[src/verilog/fwp_pkg.sv]
// Package: register map, field layout and reset values of the flash write-protect block
package fwp_pkg;
  localparam logic [11:0] FWP_CTL_OFFSET   = 12'h000;
  localparam logic [11:0] FWP_KEY_OFFSET   = 12'h004;
  localparam logic [11:0] FWP_STAT_OFFSET  = 12'h008;
  localparam int          FWP_UNLOCK_BIT   = 31;
  localparam int          FWP_BOUND_W      = 24;
  localparam int          FWP_PAGE_LSB     = 14;
  localparam logic [31:0] FWP_KEY_FIRST    = 32'haa996655;
  localparam logic [31:0] FWP_KEY_SECOND   = 32'h556699aa;
  localparam logic        FWP_UNLOCK_RST   = 1'b1;
  localparam logic [23:0] FWP_BOUND_RST    = 24'h000000;
  localparam logic [31:0] FWP_UNMAPPED_VAL = 32'h00000000;

  typedef enum logic [1:0] {FWP_KEY_IDLE, FWP_KEY_HALF, FWP_KEY_OPEN} fwp_key_e;

  typedef struct packed {
    logic        valid;
    logic        erase;
    logic [23:0] addr;
  } fwp_op_s;
endpackage : fwp_pkg

[src/verilog/fwp_page_cmp.sv]
// Page comparator: is an operation's page at or below a nonzero boundary page
`timescale 1ns/100ps
module fwp_page_cmp
  import fwp_pkg::*;
(
  input  wire logic [23:0] boundary,
  input  wire logic [23:0] op_addr,
  output logic             protected_hit
);
  always_comb begin
    if (boundary == FWP_BOUND_RST) begin
      protected_hit = 1'b0;
    end else begin
      // Whole pages: boundary page and every page under it
      protected_hit = op_addr[23:FWP_PAGE_LSB] <= boundary[23:FWP_PAGE_LSB];
    end
  end
endmodule : fwp_page_cmp

[src/verilog/fwp_top.sv]
// Flash write-protect register, key gate and operation filter behind an APB slave
// Notes on behaviour
// - While unlock bit 31 is one, software may modify the register.
// - Once unlock bit is zero, all writes to the register are ignored.
// - Software can only clear unlock; any reset sets it, resets to one.
// - Boundary field is the low address part inside program flash.
// - Boundary zero means no write protection anywhere.
// - Boundary page and all lower pages are protected.
// - Register writes need a preceding key sequence, else discarded.
// - Bits 30 to 24 read zero, writes ignored.
//
// Chosen here: the placing of the registers and the APB interface to the registers.
`timescale 1ns/100ps
module fwp_top
  import fwp_pkg::*;
(
  input  wire logic        pclk,
  input  wire logic        presetn,
  input  wire logic        psel,
  input  wire logic        penable,
  input  wire logic        pwrite,
  input  wire logic [11:0] paddr,
  input  wire logic [31:0] pwdata,
  output logic      [31:0] prdata,
  output logic             pready,
  output logic             pslverr,
  input  wire fwp_op_s     op_req,
  output fwp_op_s          op_grant,
  output logic             op_blocked
);
  logic        protect_reg_unlock;
  logic [23:0] protect_boundary_addr;
  fwp_key_e    key_state;
  logic [31:0] prdata_q;
  logic        blocked_q;
  fwp_op_s     grant_q;
  logic        next_protect_reg_unlock;
  logic [23:0] next_protect_boundary_addr;
  fwp_key_e    next_key_state;
  logic [31:0] next_prdata;
  logic        next_blocked;
  fwp_op_s     next_grant;
  logic        hit;
  logic        wr_acc;
  logic        rd_acc;
  logic        ctl_sel;
  logic        key_sel;
  logic        stat_sel;

  assign pready  = 1'b1;
  assign pslverr = 1'b0;
  assign prdata  = prdata_q;
  assign op_grant   = grant_q;
  assign op_blocked = blocked_q;
  // Writes act on the single access phase edge since pready is always high; reads act on the setup phase edge
  assign wr_acc = psel && penable && pwrite;
  assign rd_acc = psel && !penable && !pwrite;

  fwp_page_cmp u_cmp (
    .boundary      (protect_boundary_addr),
    .op_addr       (op_req.addr),
    .protected_hit (hit)
  );

  // Address decode shared by the write and read paths; other offsets select nothing
  always_comb begin
    ctl_sel  = 1'b0;
    key_sel  = 1'b0;
    stat_sel = 1'b0;
    if (paddr == FWP_CTL_OFFSET) begin
      ctl_sel = 1'b1;
    end else if (paddr == FWP_KEY_OFFSET) begin
      key_sel = 1'b1;
    end else if (paddr == FWP_STAT_OFFSET) begin
      stat_sel = 1'b1;
    end
  end

  always_comb begin
    next_protect_reg_unlock    = protect_reg_unlock;
    next_protect_boundary_addr = protect_boundary_addr;
    next_key_state             = key_state;
    // Key writes only move the key tracker, never the register itself
    if (wr_acc && key_sel) begin
      if (pwdata == FWP_KEY_FIRST) begin
        next_key_state = FWP_KEY_HALF;
      end else if (pwdata == FWP_KEY_SECOND && key_state == FWP_KEY_HALF) begin
        next_key_state = FWP_KEY_OPEN;
      end else begin
        next_key_state = FWP_KEY_IDLE;
      end
    end else if (wr_acc && ctl_sel) begin
      // Key is spent by any control write, accepted or not
      next_key_state = FWP_KEY_IDLE;
      if (key_state == FWP_KEY_OPEN && protect_reg_unlock) begin
        next_protect_boundary_addr = pwdata[FWP_BOUND_W-1:0];
        // Only a clear can stick; a one leaves it alone
        next_protect_reg_unlock = protect_reg_unlock & pwdata[FWP_UNLOCK_BIT];
      end
    end else if (wr_acc) begin
      next_key_state = FWP_KEY_IDLE;
    end
  end

  always_comb begin
    next_prdata = prdata_q;
    if (rd_acc) begin
      if (ctl_sel) begin
        next_prdata = {protect_reg_unlock, 7'h00, protect_boundary_addr};
      end else if (stat_sel) begin
        next_prdata = {30'h00000000, key_state == FWP_KEY_OPEN, key_state == FWP_KEY_HALF};
      end else begin
        next_prdata = FWP_UNMAPPED_VAL;
      end
    end
  end

  always_comb begin
    // Blocked requests keep their fields; only valid is dropped
    next_grant   = op_req;
    next_blocked = 1'b0;
    if (op_req.valid && hit) begin
      next_grant.valid = 1'b0;
      next_blocked     = 1'b1;
    end
  end

  // Register group: unlock, boundary and key progress
  always_ff @(posedge pclk or negedge presetn) begin
    if (!presetn) begin
      protect_reg_unlock    <= FWP_UNLOCK_RST;
      protect_boundary_addr <= FWP_BOUND_RST;
      key_state             <= FWP_KEY_IDLE;
    end else begin
      protect_reg_unlock    <= next_protect_reg_unlock;
      protect_boundary_addr <= next_protect_boundary_addr;
      key_state             <= next_key_state;
    end
  end

  // Read data group; loaded in the setup phase so the access phase needs no wait
  always_ff @(posedge pclk or negedge presetn) begin
    if (!presetn) begin
      prdata_q <= 32'h00000000;
    end else begin
      prdata_q <= next_prdata;
    end
  end

  // Operation filter group; one cycle of latency keeps the compare off the output path
  always_ff @(posedge pclk or negedge presetn) begin
    if (!presetn) begin
      grant_q   <= '0;
      blocked_q <= 1'b0;
    end else begin
      grant_q   <= next_grant;
      blocked_q <= next_blocked;
    end
  end

  // Register protection checks
  AST_LOCK_FREEZE: assert property (@(posedge pclk) disable iff (!presetn)
    !protect_reg_unlock |=> $stable(protect_boundary_addr) && !protect_reg_unlock)
    else $error("Locked register changed");

  AST_UNLOCK_NEVER_SET: assert property (@(posedge pclk) disable iff (!presetn)
    $rose(protect_reg_unlock) |-> 1'b0)
    else $error("Unlock bit set by software");

  AST_UNLOCK_CLEAR: assert property (@(posedge pclk) disable iff (!presetn)
    (wr_acc && ctl_sel && key_state == FWP_KEY_OPEN && protect_reg_unlock
      && !pwdata[FWP_UNLOCK_BIT]) |=> !protect_reg_unlock)
    else $error("Unlock clear lost");

  AST_UNLOCK_KEEP: assert property (@(posedge pclk) disable iff (!presetn)
    (wr_acc && ctl_sel && key_state == FWP_KEY_OPEN && protect_reg_unlock
      && pwdata[FWP_UNLOCK_BIT]) |=> protect_reg_unlock)
    else $error("Unlock bit dropped by an open write");

  AST_NO_KEY_NO_WRITE: assert property (@(posedge pclk) disable iff (!presetn)
    (wr_acc && ctl_sel && key_state != FWP_KEY_OPEN)
      |=> $stable(protect_boundary_addr) && $stable(protect_reg_unlock))
    else $error("Write accepted without key");

  AST_KEYED_WRITE: assert property (@(posedge pclk) disable iff (!presetn)
    (wr_acc && ctl_sel && key_state == FWP_KEY_OPEN && protect_reg_unlock)
      |=> protect_boundary_addr == $past(pwdata[FWP_BOUND_W-1:0]))
    else $error("Keyed write lost");

  // Key sequence checks
  AST_KEY_SPENT: assert property (@(posedge pclk) disable iff (!presetn)
    (wr_acc && ctl_sel) |=> key_state == FWP_KEY_IDLE)
    else $error("Key survived a control write");

  AST_KEY_ORDER: assert property (@(posedge pclk) disable iff (!presetn)
    $changed(key_state) && key_state == FWP_KEY_OPEN
      |-> $past(key_state) == FWP_KEY_HALF && $past(pwdata) == FWP_KEY_SECOND)
    else $error("Key opened out of order");

  // Read path checks
  AST_RSVD_ZERO: assert property (@(posedge pclk) disable iff (!presetn)
    $past(rd_acc) && $past(ctl_sel) |-> prdata[30:24] == 7'h00)
    else $error("Reserved bits not zero");

  AST_READ_LAYOUT: assert property (@(posedge pclk) disable iff (!presetn)
    $past(rd_acc) && $past(ctl_sel)
      |-> prdata == {$past(protect_reg_unlock), 7'h00, $past(protect_boundary_addr)})
    else $error("Control read layout wrong");

  // Operation filter checks
  AST_ZERO_NO_PROT: assert property (@(posedge pclk) disable iff (!presetn)
    op_req.valid && protect_boundary_addr == FWP_BOUND_RST
      |=> op_grant.valid && !op_blocked)
    else $error("Operation blocked with zero boundary");

  AST_BLOCK_LOW: assert property (@(posedge pclk) disable iff (!presetn)
    op_req.valid && protect_boundary_addr != FWP_BOUND_RST
      && op_req.addr[23:FWP_PAGE_LSB] <= protect_boundary_addr[23:FWP_PAGE_LSB]
      |=> op_blocked && !op_grant.valid)
    else $error("Protected page passed");

  AST_PASS_HIGH: assert property (@(posedge pclk) disable iff (!presetn)
    op_req.valid && op_req.addr[23:FWP_PAGE_LSB] > protect_boundary_addr[23:FWP_PAGE_LSB]
      |=> op_grant.valid && op_grant.addr == $past(op_req.addr))
    else $error("Unprotected page blocked");

  AST_BLOCKED_IDLE: assert property (@(posedge pclk) disable iff (!presetn)
    !op_req.valid |=> !op_blocked && !op_grant.valid)
    else $error("Filter output without a request");

  AST_GRANT_COPY: assert property (@(posedge pclk) disable iff (!presetn)
    op_req.valid |=> op_grant.erase == $past(op_req.erase)
      && op_grant.addr == $past(op_req.addr))
    else $error("Granted operation altered");
endmodule : fwp_top

[config.mk]
export PLATFORM = sky130hd
export DESIGN_NAME = fwp_top
export DESIGN_NICKNAME = d
export VERILOG_FILES = /design/src/verilog/fwp_pkg.sv /design/src/verilog/fwp_page_cmp.sv /design/src/verilog/fwp_top.sv
export SDC_FILE = /design/constraint.sdc
export NUM_CORES = 1
export LEC_CHECK = 0
export ABC_AREA = 1
export BUFFER_PORTS_ARGS = -buffer_cell sky130_fd_sc_hd__buf_2
export CORE_MARGIN = 8
export CORE_UTILIZATION = 30
export CTS_CLUSTER_DIAMETER = 40
export DETAILED_ROUTE_END_ITERATION = 6
export PLACE_DENSITY = 0.51
export SYNTH_ARGS = -nofsm -noshare
export SYNTH_HDL_FRONTEND = slang
export SYNTH_HIERARCHICAL = 1
export SYNTH_SLANG_ARGS = --single-unit
[constraint.sdc]
create_clock -name pclk -period 1.3 [get_ports pclk]
set_input_delay 0.065 -clock pclk [delete_from_list [all_inputs] [get_ports pclk]]
set_output_delay 0.065 -clock pclk [all_outputs]
set_load 0.1 [all_outputs]
# ---- Yosys cells after proc, flatten, opt, wreduce, memory -nomap -nowiden
# Index checks and enable logic that the tools add are counted.
dict set report classes {
  add_sub_neg 0
  mul 0
  div 0
  order_cmp 1
  n_eq_ne 6
  shift 0
  muxes 16
  n_bitwise 2
  reduce_logical 15
}
# cell n
set op_table {}
lappend op_table {{32-bit by 31-bit == test with 1-bit output, second input constant} 1}
lappend op_table {{32-bit == test, second input constant} 1}
lappend op_table {{32-bit two-way mux} 1}
lappend op_table {{24-bit zero test} 1}
lappend op_table {{12-bit by 3-bit == test with 1-bit output, second input constant} 1}
lappend op_table {{12-bit by 4-bit == test with 1-bit output, second input constant} 1}
lappend op_table {{12-bit zero test} 1}
lappend op_table {{2-bit two-way mux} 6}
lappend op_table {{10-bit <= comparator} 1}
lappend op_table {{1-bit logical AND} 9}
lappend op_table {{1-bit two-way mux} 9}
lappend op_table {{3-bit AND reduction} 1}
lappend op_table {{3-bit nonzero test} 1}
lappend op_table {{2-bit by 1-bit == test with 1-bit output, second input constant} 1}
lappend op_table {{2-bit == test, second input constant} 1}
lappend op_table {{1-bit zero test} 2}
lappend op_table {{1-bit bitwise AND} 1}
lappend op_table {{1-bit NOT} 1}
dict set report totals {
  ff_bits 86
  latchBits 0
  ramBits 0
  rom_bits 0
  input_bits 75
  elab_cells 48
  n_memories 0
}

# ---- Logic depth before layout (Yosys ltp)
# Gate-level depths: netlist of the first run.
dict set report logic_depth {
  depth_word 6
  depth_mapped 11
}

# ---- By module
# The synthesis of the first run kept the hierarchy.
# module n_inst cells_each area_per_inst_um2 seq_area_each_um2
set by_module_without_submodules {}
lappend by_module_without_submodules {fwp_top 1 437 3539.6 1978.1}
lappend by_module_without_submodules {fwp_page_cmp 1 71 381.6 0.0}

# ---- Worst setup path after synthesis of the first run
# Ideal clock, no wire load.
dict set report synth_timing {
  path_kind {register to register}
  startpoint {register protect_boundary_addr[23]}
  endpoint {register grant_q, in the netlist op_grant[25]}
  arrival_ns 1.237
  required_time_ns 1.178
  path_slack_ns -0.059
  stages_incl_launch_ff 9
  period_less_slack_ns 1.359
  path_cell_list {dfrtp_1 -> inv_1 -> ha_1 -> nand2_2 -> inv_2 -> a21oi_2 -> nand3_1 -> a21oi_1 -> nor2_1}
}
# element line
set synth_rtl {}
lappend synth_rtl {{from (decl)} fwp_top.sv:32} ;# logic [23:0] protect_boundary_addr;
lappend synth_rtl {{from (signal assigned)} fwp_top.sv:136} ;# protect_boundary_addr <= next_protect_boundary_addr;
lappend synth_rtl {{to (signal assigned)} fwp_top.sv:156} ;# grant_q <= next_grant;
lappend synth_rtl {{to (decl)} fwp_top.sv:36} ;# fwp_op_s grant_q;

# ---- Worst setup path after layout of the first run
dict set report layout_timing {
  startpoint {register key_state[0]}
  endpoint {register protect_boundary_addr[19]}
}
dict set report layout_via {
  elab_chain_len 3
}
# element line
set layout_rtl {}
lappend layout_rtl {{from (decl)} fwp_top.sv:33} ;# fwp_key_e key_state;
lappend layout_rtl {{from (signal assigned)} fwp_top.sv:137} ;# key_state <= next_key_state;
lappend layout_rtl {{2-bit == test} fwp_top.sv:95} ;# if (key_state == FWP_KEY_OPEN && protect_reg_unlock) begin
lappend layout_rtl {{1-bit logical AND} fwp_top.sv:95}
lappend layout_rtl {{3-bit AND reduction (no line)} --}
# No other way between the ends.
# A chain may end at the register's enable or synchronous reset.

==> impl_metrics.tcl, run 1 <==
set metrics [dict create \
    min_period_ns 1.37 \
    synth_seq_area_share_pct 50.4 \
    synthFlopType "dfrtp_1" \
    port_buffers 126 \
    crit_required_ns 1.57 \
    synth_compound_area_share_pct 3.57 \
    hp-class "input pin to flip-flop" \
    r2r_cells 9 \
    coreArea_sq_um 12700 \
    clock_path_buffers 2 \
    layout_setup_ws_ns -0.0739 \
    dieWidth_um 130 \
    rsz0062_at_grt "yes" \
    holdPathStages 3 \
    finalSetupViolations 26 \
    synth_top_cell_by_area "dfrtp_1" \
    min_period_over_period_pct 106 \
    dr.pass1.iters 4 \
    worstMarginPinSlew_ns 0.520 \
    hold_viol 0 \
    synth-edff-count 0 \
    powerDensity_nw_per_um2 1030 \
    drc 0 \
    clk_latency_ns 0.33 \
    critPathKind "flip-flop to flip-flop" \
    skew_ns 0.00469 \
    max_freq_ghz 0.728 \
    violations "negative setup slack" \
    overflow 0 \
    first_iter_violations 142 \
    cts_max_level 3 \
    maxSlewHeadroom_pct 65.6 \
    grt_max_degree 31 \
    fin_nets 782 \
    grt_pass1_vias 3652 \
    worstReg2RegStart "key_state[0]" \
    antenna_left 0 \
    syn_to_final_growth_pct 49.4 \
    power.total_uw 6060 \
    synth-simple-area-share_pct 28.4 \
    synth.distinct_cells 27 \
    synth-xor-area-share_pct 0 \
    antenna_cells 0 \
    gp_congestion 0.865 \
    synth_top_family_by_area "simple AND/OR/NAND/NOR gates" \
    place_inst 815 \
    hold_start "pwdata[31]" \
    dieHeight_um 130 \
    r2r_end "protect_boundary_addr[19]" \
    routed_wl_um 11100 \
    rows 41 \
    yosys-top-cells-area "dfrtp_1, nand2_1, inv_1" \
    slew_viol_final 0 \
    ios 136 \
    muxShareOfSynthArea_pct 0 \
    dieArea_sq_um 17000 \
    fillCellCount 1289 \
    async_reset_ff_share_pct 100 \
    status "complete, but fails checks" \
    root_buffer "clkbuf_16" \
    grt_pass1_wl_um 17400 \
    critPathLaunchType "flip-flop" \
    syn_area_per_cell_sq_um 7.72 \
    yosys_register_bits 79 \
    critPathMaxFanout 12 \
    rrSetupSlack_ns -0.07 \
    cts_tree "done" \
    yosys_warnings 6 \
    dr_total_vias 3590 \
    synth-adder-area-share_pct 3.19 \
    grtUsageTotal_pct 13.2 \
    dp_hpwl_um 8400 \
    cp-end-kind "flip-flop" \
    arrival_ns 1.65 \
    p_leak_uw 0.00318 \
    synth_area_sq_um 3920 \
    yosys.cell_count.top_type "nand2_1" \
    layout.cells.non_filler 874 \
    synth_cells 508 \
    via_per_inst 4.11 \
    clk_pin_slew_ns 0.06 \
    initial_utilization_pct 30.9 \
    peakVddDrop_mv 0.716 \
    synth_commonest_cells "nand2_1, inv_1, dfrtp_1" \
    drive_above_1_share_pct 35.5 \
    cts_buffers 9 \
    hold-path-endpoint "protect_reg_unlock" \
    synth_top_cell_area_share_pct 49.8 \
    drv_cap 0 \
    wl_per_cell_um 12.7 \
    antenna_found_initial 0 \
    clock_sinks 79 \
]
## state kept, by name, indices dropped and copies added (netlist names)
name,flops
op_blocked,1
key_state,2
protect_reg_unlock,1
prdata,25
protect_boundary_addr,24
op_grant,26
## critical path: stages, from the launching register on
cell	delay, ns
dfrtp_1	0.39
inv_2	0.08
nand2_4	0.06
nor3_4	0.16
buf_6	0.15
nand3_4	0.13
clkbuf_16	0.20
nand2_1	0.06
nand2_1	0.05
inv_1	0.05
## metal layers
metal  vias to the layer above  track usage (%)  part of all wire, %
li1                       1890                -                    -
met3                         8             4.12                  8.7
met2                       106             20.8                   44
met4                         0             4.78                  1.5
met5                         -                0                    0
met1                      1586             16.7                   46
## worst max path at each step
stage | slack, ns | end | from | cells past startpoint
after floorplan | -0.009 | op_grant[25] | protect_boundary_addr[19] | 10
after global placement | -0.04 | op_grant[25] | protect_boundary_addr[19] | 10
after detailed placement | -0.07 | op_grant[25] | protect_boundary_addr[21] | 8
after CTS | -0.04 | protect_boundary_addr[21] | key_state[0] | 8
after global routing | -0.14 | protect_boundary_addr[15] | key_state[0] | 9
final | -0.07 | protect_boundary_addr[19] | key_state[0] | 9
## placed cells by master, fill, tap and decap left out, types with 7 or more instances in the layout
cell type	count
buf_2	125
buf_4	34
clkbuf_16	11
conb_1	9
dfrtp_1	78
dlygate4sd3_1	27
inv_1	88
inv_2	18
nand2_1	137
nand2_2	17
nand2_4	11
nand3_1	7
nand4_1	27
nor2_1	46
o21ai_0	13
o21ai_1	10
## power by group
group | total, uW | internal, uW | switching, uW | leakage, uW
combinational | 909 | 234 | 674 | 0.00212
clock | 2640 | 1670 | 967 | 0.000148
sequential | 2510 | 2500 | 7.67 | 0.000915
## kinds of logic after synthesis
kind of cell | after synthesis
other | 2
and+or+nand+nor | 259
buffers and inverters | 131
adders and majority gates | 10
AOI/OAI and AO/OA | 27
DFF | 79
## area by class of cell
class | count | area, sq um | area share [%]
flip-flops and latches | 79 | 1980 | 33.8
multi-input cells | 305 | 1630 | 27.8
repair buffers | 196 | 1330 | 22.6
clock inverters | 6 | 85.1 | 1.45
inverters | 106 | 398 | 6.79
well taps | 172 | 215 | 3.67
clock buffers | 10 | 229 | 3.91
## what timing repair did
action / in CTS / in global routing
endpoints found under the hold margin: 86 / 0
endpoints found under the setup margin: 19 / 26
cloned: 1 / 2
gates resized for setup: 11 / 51
pin swaps: 4 / 14
hold buffers: 27 / 0
setup buffers: 6 / 7
## metrics by stage
| stage | hold slack (ns) | TNS (ns) | instance area (sq um) | util, % | setup WS [ns] |
|---|---|---|---|---|---|
| after CTS | 0.0511 | -0.640 | 5590 | 44.1 | -0.0415 |
| after global placement | 0.00949 | -0.0885 | 4920 | 38.8 | -0.0433 |
| after floorplan | -0.231 | -0.00862 | 3980 | - | -0.00862 |
| after detailed placement | 0.0103 | -0.790 | 4920 | 38.8 | -0.0683 |
| final | 0.0636 | -1.46 | 5860 | 46.2 | -0.0739 |
| after global routing | 0.0913 | -3.02 | 5860 | 46.2 | -0.136 |
(Power assumes the default switching activity.)
==> run 2: changes to the inputs <==
TNS_END_PERCENT = 20   (was not set)
==> run 2 against run 1 <==
Compared with the run above:
- the run still ends with negative setup slack left
- global-route usage is essentially flat
- sequential power is essentially flat
- utilization shrank 2.1 points
- clock-buffer cell count shrank 1
- hold slack lost 0.012 ns
- combinational power shrank 1%
- critical path depth is the same
- non-clock buffer count shrank 14
- flip-flop and latch count is the same
- sequential share of layout area grew 1.6 points
- routed wire length shrank 1.9%
- critical path type unchanged
- largest cell class unchanged
- largest power group unchanged
- highest routed layer is now met5
==> impl_metrics.tcl, run 2 (synthesis results as in run 1) <==
set metrics [dict create \
    r2r_end "op_blocked" \
    max_stage_delay_ns 0.38 \
    cp_slowest_cell "dfrtp_1" \
    cts_buffers 9 \
    fillCellCount 1324 \
    overflow 0 \
    dp_hpwl_um 8400 \
    layout_setup_ws_ns -0.0369 \
    drc 0 \
    slew_viol_final 0 \
    seq_area_sq_um 1980 \
    seqPwrFrac_pct 40.8 \
    whs_ns 0.0518 \
    power.total_uw 6140 \
    hold_viol 0 \
    cp_num_buf_inv 3 \
    via_per_inst 4.16 \
    grt_pass1_vias 3715 \
    cts_tree "done" \
    initial_utilization_pct 30.9 \
    dieArea_sq_um 17000 \
    hold-path-endpoint "protect_reg_unlock" \
    cp-end-kind "flip-flop" \
    cts_max_level 3 \
    worstMarginPinSlew_ns 0.515 \
    finalSetupViolations 15 \
    root_buffer "clkbuf_16" \
    port_buffers 126 \
    min_period_ns 1.34 \
    hold_start "pwdata[31]" \
    drv_cap 0 \
    clock_sinks 79 \
    clk_pin_slew_ns 0.06 \
    dieWidth_um 130 \
    critPathMaxFanout 2 \
    drive_above_1_share_pct 29.8 \
    p_leak_uw 0.00309 \
    grt_pass1_wl_um 17600 \
    combPwrFrac_pct 14.6 \
    fin_nets 768 \
    clock_path_buffers 2 \
    skew_ns 0.00810 \
    maxSlewHeadroom_pct 65.9 \
    wl_per_cell_um 12.7 \
    p_int_uw 4430 \
    cp.depth 9 \
    r2r_cells 9 \
    min_period_over_period_pct 103 \
    dieHeight_um 130 \
    multi_input_area_sq_um 1510 \
    antenna_found_initial 1 \
    final_cell_mix "nand2_1, buf_2, inv_1, dfrtp_1, nor2_1" \
    highest_layer "met5" \
    antenna_left 0 \
    wl_met1_um 5080 \
    switching_share_pct 27.9 \
    critPathKind "flip-flop to flip-flop" \
    syn_to_final_growth_pct 42.5 \
    dr_total_vias 3574 \
    grt_max_degree 51 \
    crit_required_ns 1.57 \
    gp_congestion 0.826 \
    arrival_ns 1.61 \
    mostFrequentLayoutCell "nand2_1" \
    rrSetupSlack_ns -0.04 \
    ios 136 \
    worstReg2RegStart "protect_boundary_addr[23]" \
    first_iter_violations 160 \
    crit_chain "inv_1 -> ha_4 -> nand2_2 -> inv_2 -> a21oi_2 -> nand3_1 -> a21oi_2 -> nand2_1 -> inv_1" \
    peakVddDrop_mv 0.648 \
    status "complete, but fails checks" \
    antenna_cells 0 \
    powerDensity_nw_per_um2 1100 \
    wl_met3_um 802 \
    largest_reg_flops 26 \
    routed_wl_um 10900 \
    dr.pass1.iters 4 \
    critPathTopFamily "flip-flops" \
    critPathLaunchType "flip-flop" \
    violations "negative setup slack" \
    grtUsageTotal_pct 13.2 \
    holdPathStages 3 \
    place_ws_ns -0.0994 \
    wl_met2_um 4810 \
    rows 41 \
    coreArea_sq_um 12700 \
    clk_latency_ns 0.34 \
    hp-class "input pin to flip-flop" \
    netSwitchingPower_uw 1710 \
    max_freq_ghz 0.748 \
    clockPowerShare_pct 44.6 \
    rsz0062_at_grt "yes" \
]
## run 2: cell types whose count changed in the layout (fill, tap and decap cells not counted), moves of 3 or more
cell / previous run / this run
nand2_2: 17 / 3
inv_1: 88 / 96
clkinv_4: 0 / 3
nand2_4: 11 / 2
buf_4: 34 / 26
nand2_1: 137 / 160
inv_2: 18 / 10
## run 2: layout make-up
class                   count  area share [%]
flip-flops and latches     79            35.4
inverters                 106            7.12
multi-input cells         305            27.1
clock inverters             7            1.86
well taps                 172            3.85
repair buffers            182            20.6
clock buffers               9            4.03
## run 2: worst reg2reg max path: cells and delay by family (launching register included)
family	cells	cell delay [ns]
flops	1	0.38
compound gates	2	0.27
simple gates	3	0.24
fa+ha+maj	1	0.21
buf+inv	3	0.18
## run 2: layer usage
metal,GRT usage (%),vias to the layer above
li1,-,1865
met4,5.94,2
met1,16.6,1579
met3,2.98,14
met5,0,-
met2,21.2,114
## run 2: repair_timing
action | CTS | global route
resized for setup | 11 | 9
endpoints found under the setup margin | 24 | 26
hold buffers | 27 | 0
setup buffers | 3 | 0
pin swaps | 9 | 6
hold endpoints to repair | 106 | 0
cloned | 0 | 0
## run 2: worst max-delay path by stage
stage,startpoint,to
5_1_grt,key_state[0],protect_boundary_addr[5]
3_5_place_dp,protect_boundary_addr[23],op_grant[25]
2_1_floorplan,protect_boundary_addr[23],op_grant[25]
3_3_place_gp,protect_boundary_addr[19],op_grant[25]
4_1_cts,protect_boundary_addr[18],op_blocked
6_report,protect_boundary_addr[23],op_blocked
## run 2: power by group through the flow
stage	Combinational, uW	Clock (uW)	Sequential, uW
3_3_place_gp	818	0	2550
3_5_place_dp	827	0	2550
4_1_cts	899	2830	2510
5_1_grt	958	2940	2510
2_1_floorplan	252	0	2870
6_report	897	2740	2510
## run 2: stage by stage
step           TNS, ns  util [%]  instance area, sq um  std cells
2_1_floorplan  -0.0780         -                  3960        515
3_3_place_gp    -0.104      38.4                  4860        814
3_5_place_dp    -0.366      38.4                  4860        814
4_1_cts         -0.339      43.8                  5540        860
5_1_grt          -2.43      44.1                  5590        860
6_report        -0.145      44.1                  5590        860
==> run 3: changes to the inputs <==
CTS_CLUSTER_DIAMETER = 80   (was 40)
REMOVE_ABC_BUFFERS = 1   (was not set)
==> run 3 against run 2 <==
Compared with the run above:
- the flow still finishes with violations (negative setup slack)
- utilization increased by 2.2 points
- cell count increased by 1.5%
- global-route usage decreased by 0.11 points
- clock skew decreased by 0.0043 ns
- critical path depth decreased by 1
- die area unchanged
- via count increased by 2.7%
- first-iteration DRC count decreased by 9.4%
- flip-flop and latch count unchanged
==> impl_metrics.tcl, run 3 (synthesis results as in run 1) <==
set metrics [dict create \
    status "complete, but fails checks" \
    violations "negative setup slack" \
    arrival_ns 1.66 \
    powerDensity_nw_per_um2 1100 \
    min_period_over_period_pct 106 \
    rsz0062_at_grt "yes" \
    root_buffer "clkbuf_16" \
    routed_wl_um 11400 \
    crit_required_ns 1.58 \
    p_leak_uw 0.00320 \
    grt_pass1_wl_um 17400 \
    wl_per_cell_um 13.1 \
    overflow 0 \
    drc 0 \
    cts_max_level 3 \
    dieHeight_um 130 \
    mostFrequentLayoutCell "nand2_1" \
    gp_congestion 0.821 \
    antenna_left 0 \
    critPathKind "flip-flop to flip-flop" \
    dieWidth_um 130 \
    switching_share_pct 26.2 \
    critPathLaunchType "flip-flop" \
    cp-end-kind "flip-flop" \
    p_int_uw 4770 \
    max_stage_delay_ns 0.54 \
    clock_path_buffers 2 \
    first_iter_violations 145 \
    via_per_inst 4.21 \
    port_buffers 126 \
    clockPowerShare_pct 47.2 \
    critPathTopFamily "flip-flops" \
    skew_ns 0.00377 \
    final_core_util_pct 46.3 \
    finalSetupViolations 25 \
    fin_nets 781 \
    netSwitchingPower_uw 1690 \
    min_period_ns 1.38 \
    combPwrFrac_pct 14.0 \
    max_freq_ghz 0.724 \
    crit_chain "inv_2 -> nor3_4 -> buf_6 -> nand3_4 -> clkbuf_16 -> nand2_1 -> nand2_1 -> inv_1" \
    cts_tree "done" \
    final_cell_mix "nand2_1, buf_2, inv_1, dfrtp_1, nor2_1" \
    clk_pin_slew_ns 0.06 \
    coreArea_sq_um 12700 \
    peakVddDrop_mv 0.626 \
    antenna_cells 0 \
    ios 136 \
    layout_setup_ws_ns -0.0819 \
    timing.critical_path.mode_cell "nand2_1" \
    cp_slowest_cell "dfstp_2" \
    cp_num_buf_inv 4 \
    grt_max_degree 32 \
    cts_buffers 9 \
    syn_to_final_growth_pct 49.7 \
    hold_viol 0 \
    slew_viol_final 0 \
    largest_reg_flops 26 \
    dr_total_vias 3672 \
    seqPwrFrac_pct 38.8 \
    antenna_found_initial 0 \
    critPathMaxFanout 12 \
    dp_hpwl_um 8290 \
    clock_sinks 79 \
    clk_latency_ns 0.33 \
    initial_utilization_pct 30.9 \
    whs_ns 0.0634 \
    dr.pass1.iters 5 \
    grtUsageTotal_pct 13.1 \
    drive_above_1_share_pct 34.1 \
    rows 41 \
    drv_cap 0 \
    grt_pass1_vias 3749 \
    hp-class "input pin to flip-flop" \
    dieArea_sq_um 17000 \
]
[run 3: cell types whose count changed in the layout (fill, tap and decap cells not counted), moves of 3 or more]
cell / previous run / this run
inv_2: 10 / 14
nand2_2: 3 / 14
nand2_4: 2 / 6
buf_4: 26 / 33
clkinv_4: 3 / 0
inv_1: 96 / 92
clkbuf_8: 0 / 3
nand2_1: 160 / 145
[run 3: metrics by stage]
stage | setup TNS (ns) | power, uW | setup slack (ns) | std cells | area (sq um)
final | -1.35 | 6460 | -0.0819 | 873 | 5870
after global routing | -3.16 | 6690 | -0.149 | 873 | 5870
after floorplan | -19.26 | 3090 | -0.551 | 490 | 3790
after detailed placement | -1.31 | 3390 | -0.119 | 817 | 4910
after CTS | -0.0904 | 6540 | -0.0495 | 861 | 5620
after global placement | -0.943 | 3380 | -0.0879 | 817 | 4910
[run 3: cell type report]
cell class / instances / area (sq um)
clock buffer: 12 / 267
clock inverter: 4 / 98.8
fill: 1270 / 6800
inverter: 106 / 398
multi-input combinational: 305 / 1600
sequential: 79 / 1980
tap: 172 / 215
timing repair buffer: 195 / 1310
[run 3: power groups by stage]
stage          combinational [uW]  sequential (uW)  clock, uW
4_1_cts                       906             2510       3130
6_report                      908             2510       3050
3_3_place_gp                  826             2550          0
5_1_grt                       970             2510       3210
2_1_floorplan                 225             2870          0
3_5_place_dp                  835             2550          0
[run 3: routing by layer]
layer  GRT usage, %  share of wire, %
met5              0                 0
met4           4.78               1.5
met3           3.14               7.0
met2           21.5                47
met1           16.4                45
[run 3: final timing paths]
| check | depth (start not counted) | end | start | slack (ns) |
|---|---|---|---|---|
| min | 5 | protect_boundary_addr[6] | pwdata[6] | 0.06 |
| max | 8 | protect_boundary_addr[18] | protect_reg_unlock | -0.08 |
| max in group asynchronous | 3 | protect_reg_unlock | presetn | 0.59 |
| min in group asynchronous | 2 | prdata[19] | presetn | 0.16 |
| min reg2reg | 2 | prdata[0] | prdata[0] | 0.48 |
| max reg2reg | 8 | protect_boundary_addr[18] | protect_reg_unlock | -0.08 |
[run 3: timing repair]
item                                   in CTS  in global routing
hold buffers                               26                  1
cloned                                      0                  3
pin swaps                                  14                  7
setup buffers                               2                  8
gates resized for setup                    13                 35
setup endpoints to repair                  26                 26
endpoints found under the hold margin     105                  1
[run 3: tightest hold or removal path: stages]
cell     delay (ns)
buf_2          0.10
inv_1          0.04
nand4_1        0.08
nand2_1        0.05
inv_1          0.04
